--- config.mk ---
export PLATFORM = sky130hd
export DESIGN_NAME = uart_irq_addr_detect_wakeup
export DESIGN_NICKNAME = d
export VERILOG_FILES = /design/src/logic/uart_irq_pkg.sv /design/src/logic/sync2.sv /design/src/logic/uart_irq_addr_detect_wakeup.sv
export VERILOG_INCLUDE_DIRS = /design/src /design/src/logic
export SDC_FILE = /design/constraint.sdc
export NUM_CORES = 1
export LEC_CHECK = 0
export BUFFER_PORTS_ARGS = -buffer_cell sky130_fd_sc_hd__buf_2
export CORE_MARGIN = 1.5
export CORE_UTILIZATION = 40
export CTS_CLUSTER_DIAMETER = 100
export DETAILED_ROUTE_END_ITERATION = 7
export PLACE_DENSITY_LB_ADDON = 0.1
export SETUP_SLACK_MARGIN = 0.05
export SKIP_LAST_GASP = 1
export SYNTH_ARGS = -nofsm -noshare
export SYNTH_HDL_FRONTEND = slang
export SYNTH_SLANG_ARGS = --single-unit
--- constraint.sdc ---
create_clock -name ref_clk_i -period 2.1 [get_ports ref_clk_i]
set_clock_uncertainty 0.2 [all_clocks]
set_input_delay 0.42 -clock ref_clk_i [delete_from_list [all_inputs] [get_ports ref_clk_i]]
set_output_delay 0.42 -clock ref_clk_i [all_outputs]
set_load 0.03 [all_outputs]
--- src/logic/uart_irq_consts.svh ---
// register offsets, field positions, reset values and timing counts of the uart interrupt block
`ifndef UART_IRQ_CONSTS_SVH
`define UART_IRQ_CONSTS_SVH

// register offsets on the 8-bit register port
`define UIRQ_OFS_CTRL2 8'h00
`define UIRQ_OFS_STATUS 8'h01

// control two fields
`define UIRQ_C2_TX_EMPTY_IE 0
`define UIRQ_C2_TX_IDLE_IE 1
`define UIRQ_C2_RX_IE 2
`define UIRQ_C2_ADDR_EN 3
`define UIRQ_C2_WAKE_EN 4
`define UIRQ_C2_NINE_BIT 5
`define UIRQ_C2_UNIT_ON 6
`define UIRQ_C2_RECV_ON 7
`define UIRQ_C2_RESET 8'h00

// status fields
`define UIRQ_ST_TX_EMPTY 0
`define UIRQ_ST_TX_IDLE 1
`define UIRQ_ST_RX_AVAIL 2
`define UIRQ_ST_OVERRUN 3
`define UIRQ_ST_ADDR_BIT 4
`define UIRQ_ST_RUNNING 5
`define UIRQ_ST_SETTLING 6
`define UIRQ_FLAGS_RESET 4'h0

// settling time after a wake-up, in ns, and its count at the 200 MHz clock (rounded up)
`define UIRQ_CLK_MHZ 200
`define UIRQ_SETTLE_NS 1000
`define UIRQ_SETTLE_CYC ((`UIRQ_SETTLE_NS * `UIRQ_CLK_MHZ + 999) / 1000)

`endif

--- src/logic/uart_irq_pkg.sv ---
// types shared by the uart interrupt block
`default_nettype none
package uart_irq_pkg;
  // power state of the serial source clock, gray along run -> off -> settle
  typedef enum logic [1:0]
  {
    ST_RUN = 2'b00,
    ST_OFF = 2'b01,
    ST_SETTLE = 2'b11
  } pwr_state_t;
endpackage
`default_nettype wire

--- src/logic/sync2.sv ---
// two flip-flop synchroniser for a level from outside the clock domain
`timescale 1ns/1ps
`default_nettype none
module sync2
#(
  parameter logic RESET_VAL = 1'b0
)
(
  input wire logic ref_clk_i,
  input wire logic arst_n_i,
  input wire logic async_i,
  output logic sync_o
);
  logic meta_reg;
  logic sync_reg;

  // first stage feeds only the second stage
  always_ff @(posedge ref_clk_i or negedge arst_n_i)
  begin
    if (!arst_n_i)
    begin
      meta_reg <= RESET_VAL;
      sync_reg <= RESET_VAL;
    end
    else
    begin
      meta_reg <= async_i;
      sync_reg <= meta_reg;
    end
  end

  assign sync_o = sync_reg;
endmodule
`default_nettype wire

--- src/logic/uart_irq_addr_detect_wakeup.sv ---
// uart interrupt combiner with address detect qualification and receive-pin wake-up
//
// Design decisions made here: the address map and the plain strobed port.
`timescale 1ns/1ps
`default_nettype none
`include "uart_irq_consts.svh"
module uart_irq_addr_detect_wakeup
  import uart_irq_pkg::*;
#(
  parameter int SETTLE_CYC = `UIRQ_SETTLE_CYC
)
(
  input wire logic ref_clk_i,
  input wire logic arst_n_i,
  input wire logic [7:0] addr_i,
  input wire logic [7:0] wdata_i,
  input wire logic wr_i,
  input wire logic rd_i,
  output logic [7:0] rdata_o,
  input wire logic tx_empty_set_i,
  input wire logic tx_idle_set_i,
  input wire logic tx_load_i,
  input wire logic rx_avail_set_i,
  input wire logic rx_overrun_set_i,
  input wire logic [8:0] rx_word_i,
  input wire logic rx_data_read_i,
  input wire logic global_irq_enable_i,
  input wire logic serial_irq_enable_i,
  input wire logic clock_off_i,
  input wire logic rx_pin_i,
  output logic irq_n_o,
  output logic wake_o,
  output logic uart_run_o,
  output logic rx_ignore_o
);
  // ----------------------------------------
  // helpers
  // ----------------------------------------
  // address-qualifying bit of a received word
  function automatic logic qual_bit(input logic [8:0] word, input logic nine);
    qual_bit = nine ? word[8] : word[7];
  endfunction

  logic [7:0] uart_control_two;
  logic [7:0] ctrl_next;
  logic [3:0] uart_status_reg;
  logic [3:0] flags_next;
  logic addr_bit_reg;
  logic addr_bit_next;
  logic seq_armed_reg;
  logic seq_armed_next;
  logic [7:0] rdata_reg;
  logic [7:0] rdata_next;
  pwr_state_t state_reg;
  pwr_state_t state_next;
  logic [15:0] settle_cnt_reg;
  logic [15:0] settle_cnt_next;
  logic wake_pend_reg;
  logic wake_pend_next;
  logic rx_prev_reg;
  logic req_prev_reg;
  logic irq_n_reg;
  logic irq_n_next;
  logic wake_reg;
  logic wake_next;
  logic run_reg;
  logic ignore_reg;
  logic clock_off_sync;
  logic rx_pin_sync;
  logic rx_fall;
  logic wake_arm;
  logic rx_data_src;
  logic addr_src;
  logic tx_src;
  logic wake_due;
  logic irq_req;

  wire logic tx_empty_ie = uart_control_two[`UIRQ_C2_TX_EMPTY_IE];
  wire logic tx_idle_ie = uart_control_two[`UIRQ_C2_TX_IDLE_IE];
  wire logic rx_irq_enable = uart_control_two[`UIRQ_C2_RX_IE];
  wire logic addr_detect_enable = uart_control_two[`UIRQ_C2_ADDR_EN];
  wire logic wake_enable = uart_control_two[`UIRQ_C2_WAKE_EN];
  wire logic nine_bit_select = uart_control_two[`UIRQ_C2_NINE_BIT];
  wire logic serial_unit_on = uart_control_two[`UIRQ_C2_UNIT_ON];
  wire logic receiver_on = uart_control_two[`UIRQ_C2_RECV_ON];
  wire logic rx_data_avail_flag = uart_status_reg[`UIRQ_ST_RX_AVAIL];

  // ----------------------------------------
  // pin and clock-off synchronisers
  // ----------------------------------------
  sync2 #(.RESET_VAL(1'b0)) u_sync_off
  (
    .ref_clk_i(ref_clk_i),
    .arst_n_i(arst_n_i),
    .async_i(clock_off_i),
    .sync_o(clock_off_sync)
  );

  // idle line is high, so reset to high to avoid a false edge at release
  sync2 #(.RESET_VAL(1'b1)) u_sync_rx
  (
    .ref_clk_i(ref_clk_i),
    .arst_n_i(arst_n_i),
    .async_i(rx_pin_i),
    .sync_o(rx_pin_sync)
  );

  assign rx_fall = rx_prev_reg & ~rx_pin_sync;

  // ----------------------------------------
  // register port: control two is written, status reads back flags and state
  // ----------------------------------------
  always_comb
  begin
    ctrl_next = uart_control_two;
    // no power-state term here: idle or sleep never touches the registers
    if (wr_i && addr_i == `UIRQ_OFS_CTRL2)
      ctrl_next = wdata_i;
    rdata_next = 8'h00;
    if (rd_i)
    begin
      unique case (addr_i)
        `UIRQ_OFS_CTRL2: rdata_next = uart_control_two;
        `UIRQ_OFS_STATUS:
        begin
          rdata_next[3:0] = uart_status_reg;
          rdata_next[`UIRQ_ST_ADDR_BIT] = addr_bit_reg;
          rdata_next[`UIRQ_ST_RUNNING] = (state_reg == ST_RUN);
          rdata_next[`UIRQ_ST_SETTLING] = (state_reg == ST_SETTLE);
        end
        default: rdata_next = 8'h00;
      endcase
    end
  end

  // ----------------------------------------
  // status flags: set by datapath events, cleared by access sequences only
  // ----------------------------------------
  always_comb
  begin
    flags_next = uart_status_reg;
    // a status read arms the receive clear; the following data read fires it
    seq_armed_next = seq_armed_reg;
    if (rd_i && addr_i == `UIRQ_OFS_STATUS)
      seq_armed_next = 1'b1;
    else if (rx_data_read_i)
      seq_armed_next = 1'b0;
    // clears first, sets after, so a same-cycle event is never lost
    if (tx_load_i)
    begin
      flags_next[`UIRQ_ST_TX_EMPTY] = 1'b0;
      flags_next[`UIRQ_ST_TX_IDLE] = 1'b0;
    end
    if (seq_armed_reg && rx_data_read_i)
    begin
      flags_next[`UIRQ_ST_RX_AVAIL] = 1'b0;
      flags_next[`UIRQ_ST_OVERRUN] = 1'b0;
    end
    if (tx_empty_set_i)
      flags_next[`UIRQ_ST_TX_EMPTY] = 1'b1;
    if (tx_idle_set_i)
      flags_next[`UIRQ_ST_TX_IDLE] = 1'b1;
    if (rx_avail_set_i)
      flags_next[`UIRQ_ST_RX_AVAIL] = 1'b1;
    if (rx_overrun_set_i)
      flags_next[`UIRQ_ST_OVERRUN] = 1'b1;
    // latch the qualifying bit of the word that raised the flag
    addr_bit_next = addr_bit_reg;
    if (rx_avail_set_i)
      addr_bit_next = qual_bit(rx_word_i, nine_bit_select);
  end

  always_ff @(posedge ref_clk_i or negedge arst_n_i)
  begin
    if (!arst_n_i)
    begin
      uart_control_two <= `UIRQ_C2_RESET;
      uart_status_reg <= `UIRQ_FLAGS_RESET;
      addr_bit_reg <= 1'b0;
      seq_armed_reg <= 1'b0;
      rdata_reg <= 8'h00;
    end
    else
    begin
      uart_control_two <= ctrl_next;
      uart_status_reg <= flags_next;
      addr_bit_reg <= addr_bit_next;
      seq_armed_reg <= seq_armed_next;
      rdata_reg <= rdata_next;
    end
  end

  // ----------------------------------------
  // source clock power state, settling and wake-up
  // ----------------------------------------
  assign wake_arm = wake_enable & serial_unit_on & receiver_on & rx_irq_enable;

  always_comb
  begin
    state_next = state_reg;
    settle_cnt_next = settle_cnt_reg;
    unique case (state_reg)
      ST_RUN:
        if (clock_off_sync)
          state_next = ST_OFF;
      ST_OFF:
        if (!clock_off_sync)
        begin
          state_next = ST_SETTLE;
          settle_cnt_next = 16'h0000;
        end
      ST_SETTLE:
        if (clock_off_sync)
          state_next = ST_OFF;
        else if (settle_cnt_reg == 16'(SETTLE_CYC - 1))
          state_next = ST_RUN;
        else
          settle_cnt_next = settle_cnt_reg + 16'h0001;
      default:
        state_next = ST_RUN;
    endcase
    // a falling edge wakes only while off and armed; interrupt only with both enables
    wake_next = (state_reg == ST_OFF) && wake_arm && rx_fall;
    wake_pend_next = wake_pend_reg;
    if (wake_next && global_irq_enable_i && serial_irq_enable_i)
      wake_pend_next = 1'b1;
    else if (wake_due)
      wake_pend_next = 1'b0;
  end

  always_ff @(posedge ref_clk_i or negedge arst_n_i)
  begin
    if (!arst_n_i)
    begin
      state_reg <= ST_RUN;
      settle_cnt_reg <= 16'h0000;
      wake_pend_reg <= 1'b0;
      wake_reg <= 1'b0;
      rx_prev_reg <= 1'b1;
      run_reg <= 1'b1;
      ignore_reg <= 1'b0;
    end
    else
    begin
      state_reg <= state_next;
      settle_cnt_reg <= settle_cnt_next;
      wake_pend_reg <= wake_pend_next;
      wake_reg <= wake_next;
      rx_prev_reg <= rx_pin_sync;
      run_reg <= (state_next == ST_RUN);
      ignore_reg <= (state_next != ST_RUN);
    end
  end

  // ----------------------------------------
  // interrupt combining
  // ----------------------------------------
  // the wake interrupt only escapes once normal running is back
  assign wake_due = wake_pend_reg & (state_reg == ST_RUN);
  assign tx_src = (tx_empty_ie & uart_status_reg[`UIRQ_ST_TX_EMPTY])
    | (tx_idle_ie & uart_status_reg[`UIRQ_ST_TX_IDLE]);
  assign rx_data_src = rx_irq_enable
    & (uart_status_reg[`UIRQ_ST_OVERRUN] | (rx_data_avail_flag & ~addr_detect_enable));
  assign addr_src = addr_detect_enable & rx_data_avail_flag & addr_bit_reg;
  // the combined request is held off while the clock is off or settling
  assign irq_req = (state_reg == ST_RUN) & (tx_src | rx_data_src | addr_src | wake_due);

  always_comb
  begin
    // one low cycle per rise of the combined request
    irq_n_next = ~(irq_req & ~req_prev_reg);
  end

  always_ff @(posedge ref_clk_i or negedge arst_n_i)
  begin
    if (!arst_n_i)
    begin
      req_prev_reg <= 1'b0;
      irq_n_reg <= 1'b1;
    end
    else
    begin
      req_prev_reg <= irq_req;
      irq_n_reg <= irq_n_next;
    end
  end

  assign rdata_o = rdata_reg;
  assign irq_n_o = irq_n_reg;
  assign wake_o = wake_reg;
  assign uart_run_o = run_reg;
  assign rx_ignore_o = ignore_reg;
endmodule
`default_nettype wire

==> flow_summary.json, run 1 <==
{
  "fmax_mhz": 501.3,
  "ys_types": 42,
  "grt_pass1_vias": 1732,
  "final_common_cell": "dfrtp_1",
  "pre_cts_slack_ps": -60.73,
  "start_util": 0.4120,
  "grt_antenna_before_repair": 0,
  "finalWirelength_mm": 4.617,
  "die_area_mm2": 0.006061,
  "drive_above_1_share": 0.3858,
  "p_seq_frac": 0.584,
  "syn_inst": 193,
  "diodes": 0,
  "synth_seq_area_share": 0.5723,
  "clk_pin_slew_ps": 90,
  "r2r_cells": 4,
  "drtPass1Iterations": 4,
  "antenna_violating_nets_post_route": 0,
  "arrival_ps": 2000,
  "p_switching_uw": 452.7,
  "cts.sinks": 51,
  "syn-num-nets": 233,
  "layout_common_cells": "dfrtp_1, buf_2, buf_4, nor2_1, nand2_1",
  "portBuffers": 43,
  "post-dp-hpwl_mm": 3.418,
  "vias_per_cell": 5.109,
  "syn_avg_cell_area_um2": 11.61,
  "wl_per_cell_um": 13.62,
  "drt-initial-drc-count": 78,
  "crit_path_start_kind": "flip-flop",
  "fin_crit_ps": 1995,
  "drc_errors": 0,
  "fin_nets": 306,
  "p_int_uw": 1342,
  "critical_path_required_ps": 2100,
  "synth_warnings": 0,
  "cts_tree": "built",
  "drv_cap": 0,
  "outcome": "finished, final reports clean",
  "grt_max_degree": 52,
  "rsz0062_at_grt": "yes",
  "hp-class": "in2reg",
  "placementRows": 27,
  "grt_pass1_wl_mm": 8.093,
  "crit_path_start": "settle_cnt_reg[8]$_DFFE_PN0P_",
  "hold_depth": 2,
  "largest_register_ffs": 16,
  "fill_cells": 514,
  "clockRootBuffer": "clkbuf_8",
  "numCtsBuffers": 5,
  "fp.dieW_um": 77.85,
  "grt.overflow.total": 0,
  "area_growth_pct": 27.36,
  "hold_path_startpoint": "rx_overrun_set_i",
  "grt_usage": 0.1704,
  "swShare": 0.2523,
  "cts_buffer_depth": 2,
  "globalplace.congestion": 0.8040,
  "min_period_over_period": 0.9500,
  "path_class": "reg2reg",
  "r2r-start": "settle_cnt_reg[8]$_DFFE_PN0P_",
  "relSlewSlack": 0.7456,
  "worstMarginPinSlew_ps": 378.8,
  "synth_seq_cells": 51,
  "fin_ws_ps": 105.1,
  "path_max_fanout": 5,
  "drv_slew": 0,
  "core_mm2": 0.005439,
  "utilization": 0.5247,
  "p_per_area_mw_per_mm2": 628.7,
  "synth_area_mm2": 0.002241,
  "vias": 1732,
  "die_height_um": 77.85,
  "irDropWorstVdd_v": 0.0004267,
  "p_comb_frac": 0.095,
  "htree_levels": 2,
  "p_leak_uw": 0.001328,
  "p_clk_frac": 0.321,
  "pin_count": 51,
  "hold_viol_final": 0,
  "setup_viol": 0,
  "clk_latency_ps": 300,
  "critPathCaptureType": "flip-flop"
}
-- per-layer routing --
layer	wire, um	track usage	part of all wire	up-vias
li1	-	-	-	861
met2	2105	0.2696	0.46	43
met4	44	0.04364	0.0095	0
met1	2249	0.2328	0.49	824
met3	217	0.04353	0.047	4
met5	0	0	0	-
-- power by group through the flow --
stage          clock (uW)  sequential, uW  combinational (uW)
6_report              575            1050                 171
4_1_cts               609            1050                 172
3_3_place_gp            0            1070                 167
5_1_grt               647            1060                 192
2_1_floorplan           0            1060                73.2
3_5_place_dp            0            1070                 169
-- repair_timing --
action	in CTS	in global routing
hold endpoints to repair	47	1
setup endpoints to repair	0	5
resized for setup	0	3
buffers inserted	0	0
hold buffers	2	1
-- kinds of logic after synthesis --
group                    count (synthesis)  share of synthesized area
AND/OR/NAND/NOR                         76                     0.2060
XOR/XNOR                                 7                    0.02736
AO/OA/AOI/OAI                           37                     0.1161
buffers and inverters                   10                    0.01843
multiplexers                            11                    0.05416
flip-flops                              51                     0.5723
adder cells (fa/ha/maj)                  1                   0.005583
-- cells in the mapped netlist (all sizes together) --
cell	count	area share
a21o	7	0.023
a21oi	6	0.013
a22o	6	0.023
a22oi	1	0.0034
a311oi	1	0.0039
a32o	1	0.0045
and2	1	0.0028
and3	2	0.0056
and4b	1	0.0045
buf	1	0.0034
clkbuf	4	0.0067
dfrtp	46	0.51
dfstp	5	0.059
ha	1	0.0056
inv	5	0.0084
mux2	9	0.045
mux2i	2	0.0089
nand2	14	0.023
nand2b	2	0.0056
nand3	7	0.016
nand3b	1	0.0050
nand4	8	0.022
nand4b	4	0.016
nor2	15	0.025
nor3	1	0.0045
nor4	7	0.032
o211ai	1	0.0034
o21a	2	0.0067
o21ai	8	0.020
o311ai	2	0.0078
o31ai	2	0.0067
or2	1	0.0028
or3	6	0.017
or4	5	0.020
or4b	1	0.0045
xnor2	3	0.012
xor2	4	0.016
-- path summary, 6_finish.rpt --
path / to / slack [ps]
max in group asynchronous: uart_run_o$_DFF_PN1_ / 990
hold / removal: uart_status_reg[3]$_DFFE_PN0P_ / 80
setup / recovery: settle_cnt_reg[0]$_DFFE_PN0P_ / 110
min in group asynchronous: seq_armed_reg$_DFFE_PN0P_ / 430
hold reg to reg: u_sync_off.sync_o$_DFF_PN0_ / 160
setup reg to reg: settle_cnt_reg[0]$_DFFE_PN0P_ / 110
-- through the flow --
step	power, uW	std cells	hold WS, ps	instance area (um2)	TNS [ps]
floorplan	1130	193	-75.59	2241	0
detailed placement	1234	328	137.3	2724	-425.0
CTS	1828	338	3.058	2836	0
finish	1794	339	83.90	2854	0
global route	1895	339	74.48	2854	0
global placement	1232	328	134.5	2724	-273.2
-- layout make-up --
| cell class | count | area (um2) | share of cell area |
|---|---|---|---|
| well taps | 72 | 90.09 | 0.03157 |
| multi-input cells | 132 | 923.4 | 0.3235 |
| clock buffers | 5 | 68.82 | 0.02411 |
| inverters | 5 | 18.77 | 0.006576 |
| repair buffers | 71 | 445.4 | 0.1561 |
| flip-flops and latches | 51 | 1284 | 0.4498 |
| clock inverters | 3 | 23.77 | 0.008330 |
-- worst max-delay path, cell delays in order (launching register included) --
cell	delay [ps]
dfrtp_1	390
or4_4	570
nor4_4	420
mux2i_1	260
o21ai_2	60
(Power assumes the default switching activity.)
==> run 2, diff against run 1 <==
- clock period: 2.1 -> 1.9 ns (I/O delays scaled with it)
==> run 2 against run 1 <==
The flow now finishes with violations (negative setup slack). Final cell count grew 3.2%. Maximum frequency increased by 1.8%. Register-to-register slack worse by 160 ps.
==> flow_summary.json, run 2 (synthesized netlist as in run 1, its figures left out) <==
{
  "antenna_violating_nets_post_route": 0,
  "failed_checks": "negative setup slack",
  "setup_viol": 5,
  "globalplace.congestion": 0.8494,
  "drt-initial-drc-count": 68,
  "reg2reg_setup_slack_ps": -60,
  "path_max_fanout": 4,
  "p_int_uw": 1499,
  "arrival_ps": 1950,
  "fin_ws_ps": -58.71,
  "wl_per_cell_um": 14.12,
  "drv_cap": 0,
  "drv_slew": 0,
  "critical_path_required_ps": 1890,
  "diodes": 0,
  "placementRows": 27,
  "fp.dieW_um": 77.85,
  "relSlewSlack": 0.7700,
  "swShare": 0.2495,
  "htree_levels": 2,
  "clk_latency_ps": 300,
  "grt_pass1_wl_mm": 8.355,
  "irDropWorstVdd_v": 0.0004010,
  "p_clk_frac": 0.311,
  "portBuffers": 43,
  "area_growth_pct": 35.96,
  "grt_antenna_before_repair": 0,
  "min_period_over_period": 1.031,
  "hp-class": "in2reg",
  "die_height_um": 77.85,
  "post-dp-hpwl_mm": 3.564,
  "drc_errors": 0,
  "fin_crit_ps": 1959,
  "numCtsBuffers": 5,
  "critPathCaptureType": "flip-flop",
  "worstMarginPinSlew_ps": 341.8,
  "fmax_mhz": 510.5,
  "cts_tree": "built",
  "vias": 1806,
  "crit_path_start_kind": "flip-flop",
  "pre_cts_slack_ps": -144.9,
  "p_per_area_mw_per_mm2": 655.7,
  "largest_register_ffs": 16,
  "grt_max_degree": 52,
  "p_seq_frac": 0.577,
  "grt.overflow.total": 0,
  "start_util": 0.4120,
  "grt_pass1_vias": 1816,
  "cts_buffer_depth": 2,
  "path_class": "reg2reg",
  "p_switching_uw": 498.4,
  "drtPass1Iterations": 4,
  "fin_nets": 317,
  "finalWirelength_mm": 4.942,
  "outcome": "finished, violations left",
  "p_leak_uw": 0.001420,
  "pin_count": 51,
  "clockRootBuffer": "clkbuf_8",
  "core_mm2": 0.005439,
  "drive_above_1_share": 0.4460,
  "p_comb_frac": 0.112,
  "utilization": 0.5602,
  "fin_hold_ws_ps": 52.10,
  "cts.sinks": 51,
  "die_area_mm2": 0.006061,
  "hold_viol_final": 0,
  "grt_usage": 0.1754,
  "rsz0062_at_grt": "yes",
  "layout_common_cells": "dfrtp_1, buf_2, buf_4, nor2_1, nand2_1",
  "clk_pin_slew_ps": 90,
  "final_common_cell": "dfrtp_1",
  "vias_per_cell": 5.160
}
run 2: cell count changes in the layout (fill, tap and decap cells not counted), moves of 3 or more:
cell	before	now
or3_4	0	3
or3_1	6	3
buf_6	0	4
buf_4	24	31
run 2: path summary, 6_finish.rpt:
check / startpoint / endpoint / depth (start not counted)
setup / recovery: settle_cnt_reg[14]$_DFFE_PN0P_ / rx_ignore_o$_DFF_PN0_ / 4
hold / removal: rx_overrun_set_i / uart_status_reg[3]$_DFFE_PN0P_ / 2
setup reg to reg: settle_cnt_reg[14]$_DFFE_PN0P_ / rx_ignore_o$_DFF_PN0_ / 4
hold reg to reg: u_sync_off.meta_reg$_DFF_PN0_ / u_sync_off.sync_o$_DFF_PN0_ / 0
max in group asynchronous: arst_n_i / uart_run_o$_DFF_PN1_ / 3
min in group asynchronous: arst_n_i / uart_status_reg[0]$_DFFE_PN0P_ / 3
run 2: cell type report:
class / count / area, um2
Fill cell: 484 / 2392
Sequential cell: 51 / 1282
Multi-Input combinational cell: 132 / 1022
Timing Repair Buffer: 82 / 543.0
Tap cell: 72 / 90.09
Clock buffer: 6 / 72.57
Inverter: 5 / 18.77
Clock inverter: 2 / 17.52
run 2: worst max-delay path: stages (launching register included):
cell and delay [ps]:
dfrtp_1 390, or4_4 570, nor4_4 340, nand2_1 150
o21a_1 190
run 2: power groups by stage:
stage	logic, uW	registers (uW)	clock network (uW)
finish	224	1150	621
global route	251	1160	677
CTS	217	1150	646
detailed placement	209	1170	0
global placement	207	1170	0
floorplan	82.0	1170	0
run 2: metal layers:
metal / wire, um / GRT usage / up-vias
met5: 0 / 0 / -
met4: 40 / 0.03273 / 0
met1: 2401 / 0.2460 / 881
met2: 2309 / 0.2835 / 35
met3: 191 / 0.03529 / 4
li1: - / - / 886
run 2: per-stage QoR:
step	area, um2	total power, uW	setup TNS, ps	std cells
after floorplan	2268	1250	0	193
after detailed placement	2811	1380	-1876	336
after global placement	2811	1376	-1471	336
after CTS	2964	2012	-344.0	348
final	3047	1998	-186.7	350
after global routing	3047	2085	-842.9	350
run 2: repair_timing:
action / CTS / global route
setup endpoints to repair: 10 / 12
gates resized for setup: 7 / 16
setup buffers: 1 / 2
hold buffers: 3 / 0
pin swaps: 6 / 4
hold endpoints to repair: 48 / 0
==> run 3, diff against run 2 <==
--- a/config.mk
+++ b/config.mk
@@ -15,4 +15,5 @@
 export SETUP_SLACK_MARGIN = 0.05
 export SKIP_LAST_GASP = 1
+export SLEW_MARGIN = 20
 export SYNTH_ARGS = -nofsm -noshare
 export SYNTH_HDL_FRONTEND = slang
==> constraint.sdc (replaced) <==
create_clock -name ref_clk_i -period 1.9 [get_ports ref_clk_i]
set_clock_uncertainty 0.2 [all_clocks]
set_input_delay 0.285 -clock ref_clk_i [delete_from_list [all_inputs] [get_ports ref_clk_i]]
set_output_delay 0.285 -clock ref_clk_i [all_outputs]
set_load 0.03 [all_outputs]
==> run 3 against run 2 <==
The run still ends with negative setup slack left. Critical path depth rose by 1. Die area did not move. Cell area rose by 0.90%. Non-clock buffer count rose by 5. Critical path type unchanged. Sequential power barely moved. First-iteration DRC count rose by 51%. Via count rose by 0.11%. Largest cell class unchanged. Hold slack got worse by 37 ps.
==> flow_summary.json, run 3 (synthesized netlist as in run 1, its figures left out) <==
{
  "p_clk_frac": 0.316,
  "cp-endpoint": "settle_cnt_reg[0]$_DFFE_PN0P_",
  "die_area_mm2": 0.006061,
  "area_growth_pct": 37.19,
  "drc_errors": 0,
  "cts_buffer_depth": 2,
  "clk_latency_ps": 300,
  "drt-initial-drc-count": 103,
  "failed_checks": "negative setup slack",
  "p_int_uw": 1550,
  "drive_above_1_share": 0.4170,
  "wl_met2_mm": 2.379,
  "p_comb_frac": 0.118,
  "grt_max_degree": 52,
  "cts_tree": "built",
  "fp.dieW_um": 77.85,
  "core_mm2": 0.005439,
  "path_max_fanout": 4,
  "fin_ws_ps": -23.15,
  "min_period_over_period": 1.012,
  "r2r-start": "settle_cnt_reg[14]$_DFFE_PN0P_",
  "grt.overflow.total": 0,
  "final_cells": 355,
  "reg2reg_setup_slack_ps": -20,
  "irDropWorstVdd_v": 0.0004293,
  "crit_path_max_incr_delay_ps": 570,
  "setup_viol": 4,
  "r2r_cells": 5,
  "drtPass1Iterations": 4,
  "dp_cells": 335,
  "htree_levels": 2,
  "fill_cells": 454,
  "vias": 1808,
  "vias_per_cell": 5.093,
  "p_leak_uw": 0.001427,
  "cts.sinks": 51,
  "seq_area_mm2": 0.001282,
  "crit_path_start_kind": "flip-flop",
  "globalplace.congestion": 0.8191,
  "path_class": "reg2reg",
  "final_common_cell": "dfrtp_1",
  "fin_crit_ps": 1923,
  "drv_slew": 0,
  "p_per_area_mw_per_mm2": 663.9,
  "r2r-end": "settle_cnt_reg[0]$_DFFE_PN0P_",
  "utilization": 0.5652,
  "clockRootBuffer": "clkbuf_8",
  "grt_pass1_wl_mm": 8.500,
  "cp_slowest_cell": "or4_4",
  "relSlewSlack": 0.7663,
  "multi_input_area_um2": 978.4,
  "pin_count": 51,
  "largest_register_ffs": 16,
  "post-dp-hpwl_mm": 3.509,
  "start_util": 0.4120,
  "p_switching_uw": 491.3,
  "wl_met1_mm": 2.373,
  "grt_usage": 0.1804,
  "finalWirelength_mm": 5.013,
  "hold_viol_final": 0,
  "critical_path_required_ps": 1900,
  "grt_pass1_vias": 1799,
  "numCtsBuffers": 5,
  "dr.max_layer_used": "met4",
  "pre_cts_slack_ps": -151.0,
  "outcome": "finished, violations left",
  "diodes": 0,
  "hp-class": "in2reg",
  "clk_pin_slew_ps": 90,
  "critPathCaptureType": "flip-flop",
  "portBuffers": 43,
  "route.met3.wl_um": 214,
  "crit_path_start": "settle_cnt_reg[14]$_DFFE_PN0P_",
  "fin_nets": 322,
  "drv_cap": 0,
  "worstMarginPinSlew_ps": 347.3,
  "p_seq_frac": 0.565,
  "placementRows": 27,
  "rsz0062_at_grt": "yes",
  "arrival_ps": 1920,
  "grt_antenna_before_repair": 0,
  "die_height_um": 77.85,
  "path_cells": "or4_4, nor4_4, buf_4, mux2i_1, o21ai_2",
  "antenna_violating_nets_post_route": 0,
  "layout_common_cells": "dfrtp_1, buf_2, buf_4, nor2_1, nand2_1",
  "swShare": 0.2407,
  "fmax_mhz": 520.0,
  "wl_per_cell_um": 14.12
}
[run 3: cell count changes in the layout (fill, tap and decap cells not counted), sizes merged]
| cell | previous run | this run |
|---|---|---|
| dlygate4sd3 | 3 | 8 |
| clkinv | 2 | 1 |
| clkbuf | 6 | 7 |
[run 3: through the flow]
step / power, uW / hold slack [ps] / instance area, um2 / setup TNS, ps
global placement: 1385 / 101.9 / 2799 / -871.1
detailed placement: 1389 / 97.04 / 2799 / -1232
global route: 2144 / 1.388 / 3074 / -576.2
floorplan: 1249 / -210.6 / 2251 / 0
CTS: 2046 / 3.600 / 3010 / -65.56
finish: 2041 / 15.10 / 3074 / -37.06
[run 3: power groups by stage]
| stage | Clock (uW) | Combinational [uW] | Sequential [uW] |
|---|---|---|---|
| final | 645 | 242 | 1150 |
| after CTS | 665 | 232 | 1150 |
| after floorplan | 0 | 81.1 | 1170 |
| after global placement | 0 | 215 | 1170 |
| after global routing | 715 | 269 | 1160 |
| after detailed placement | 0 | 219 | 1170 |
[run 3: cell type report]
cell class	instances	share of cell area
Clock inverter	1	0.002849
Tap cell	72	0.02930
Inverter	5	0.006105
Sequential cell	51	0.4172
Timing Repair Buffer	87	0.1982
Clock buffer	7	0.02808
Multi-Input combinational cell	132	0.3183
[run 3: layer usage]
layer  vias up  GRT usage
met5         -          0
met1       863     0.2421
met3         6    0.04471
li1        894          -
met2        45     0.2948
met4         0    0.03818
[run 3: what timing repair did]
item	CTS	global route
hold buffers	7	1
hold endpoints to repair	52	1
endpoints found under the setup margin	9	11
resized for setup	6	12
pin swaps	5	5
buffers inserted	3	1
[run 3: worst max-delay path, delay by kind of cell, from the launching register on]
kind | cells | cell delay, ps
simple gates | 2 | 790
flops | 1 | 390
mux | 1 | 220
buf+inv | 1 | 170
compound gates | 1 | 60
[run 3: worst min path at each step]
stage,start,end,cells past startpoint
floorplan,arst_n_i,addr_bit_reg$_DFFE_PN0P_,0
global placement,arst_n_i,rdata_o[3]$_DFF_PN0_,2
detailed placement,arst_n_i,rdata_o[3]$_DFF_PN0_,2
CTS,wdata_i[6],uart_control_two[6]$_DFFE_PN0P_,2
global route,wdata_i[5],uart_control_two[5]$_DFFE_PN0P_,2
finish,wdata_i[4],uart_control_two[4]$_DFFE_PN0P_,2
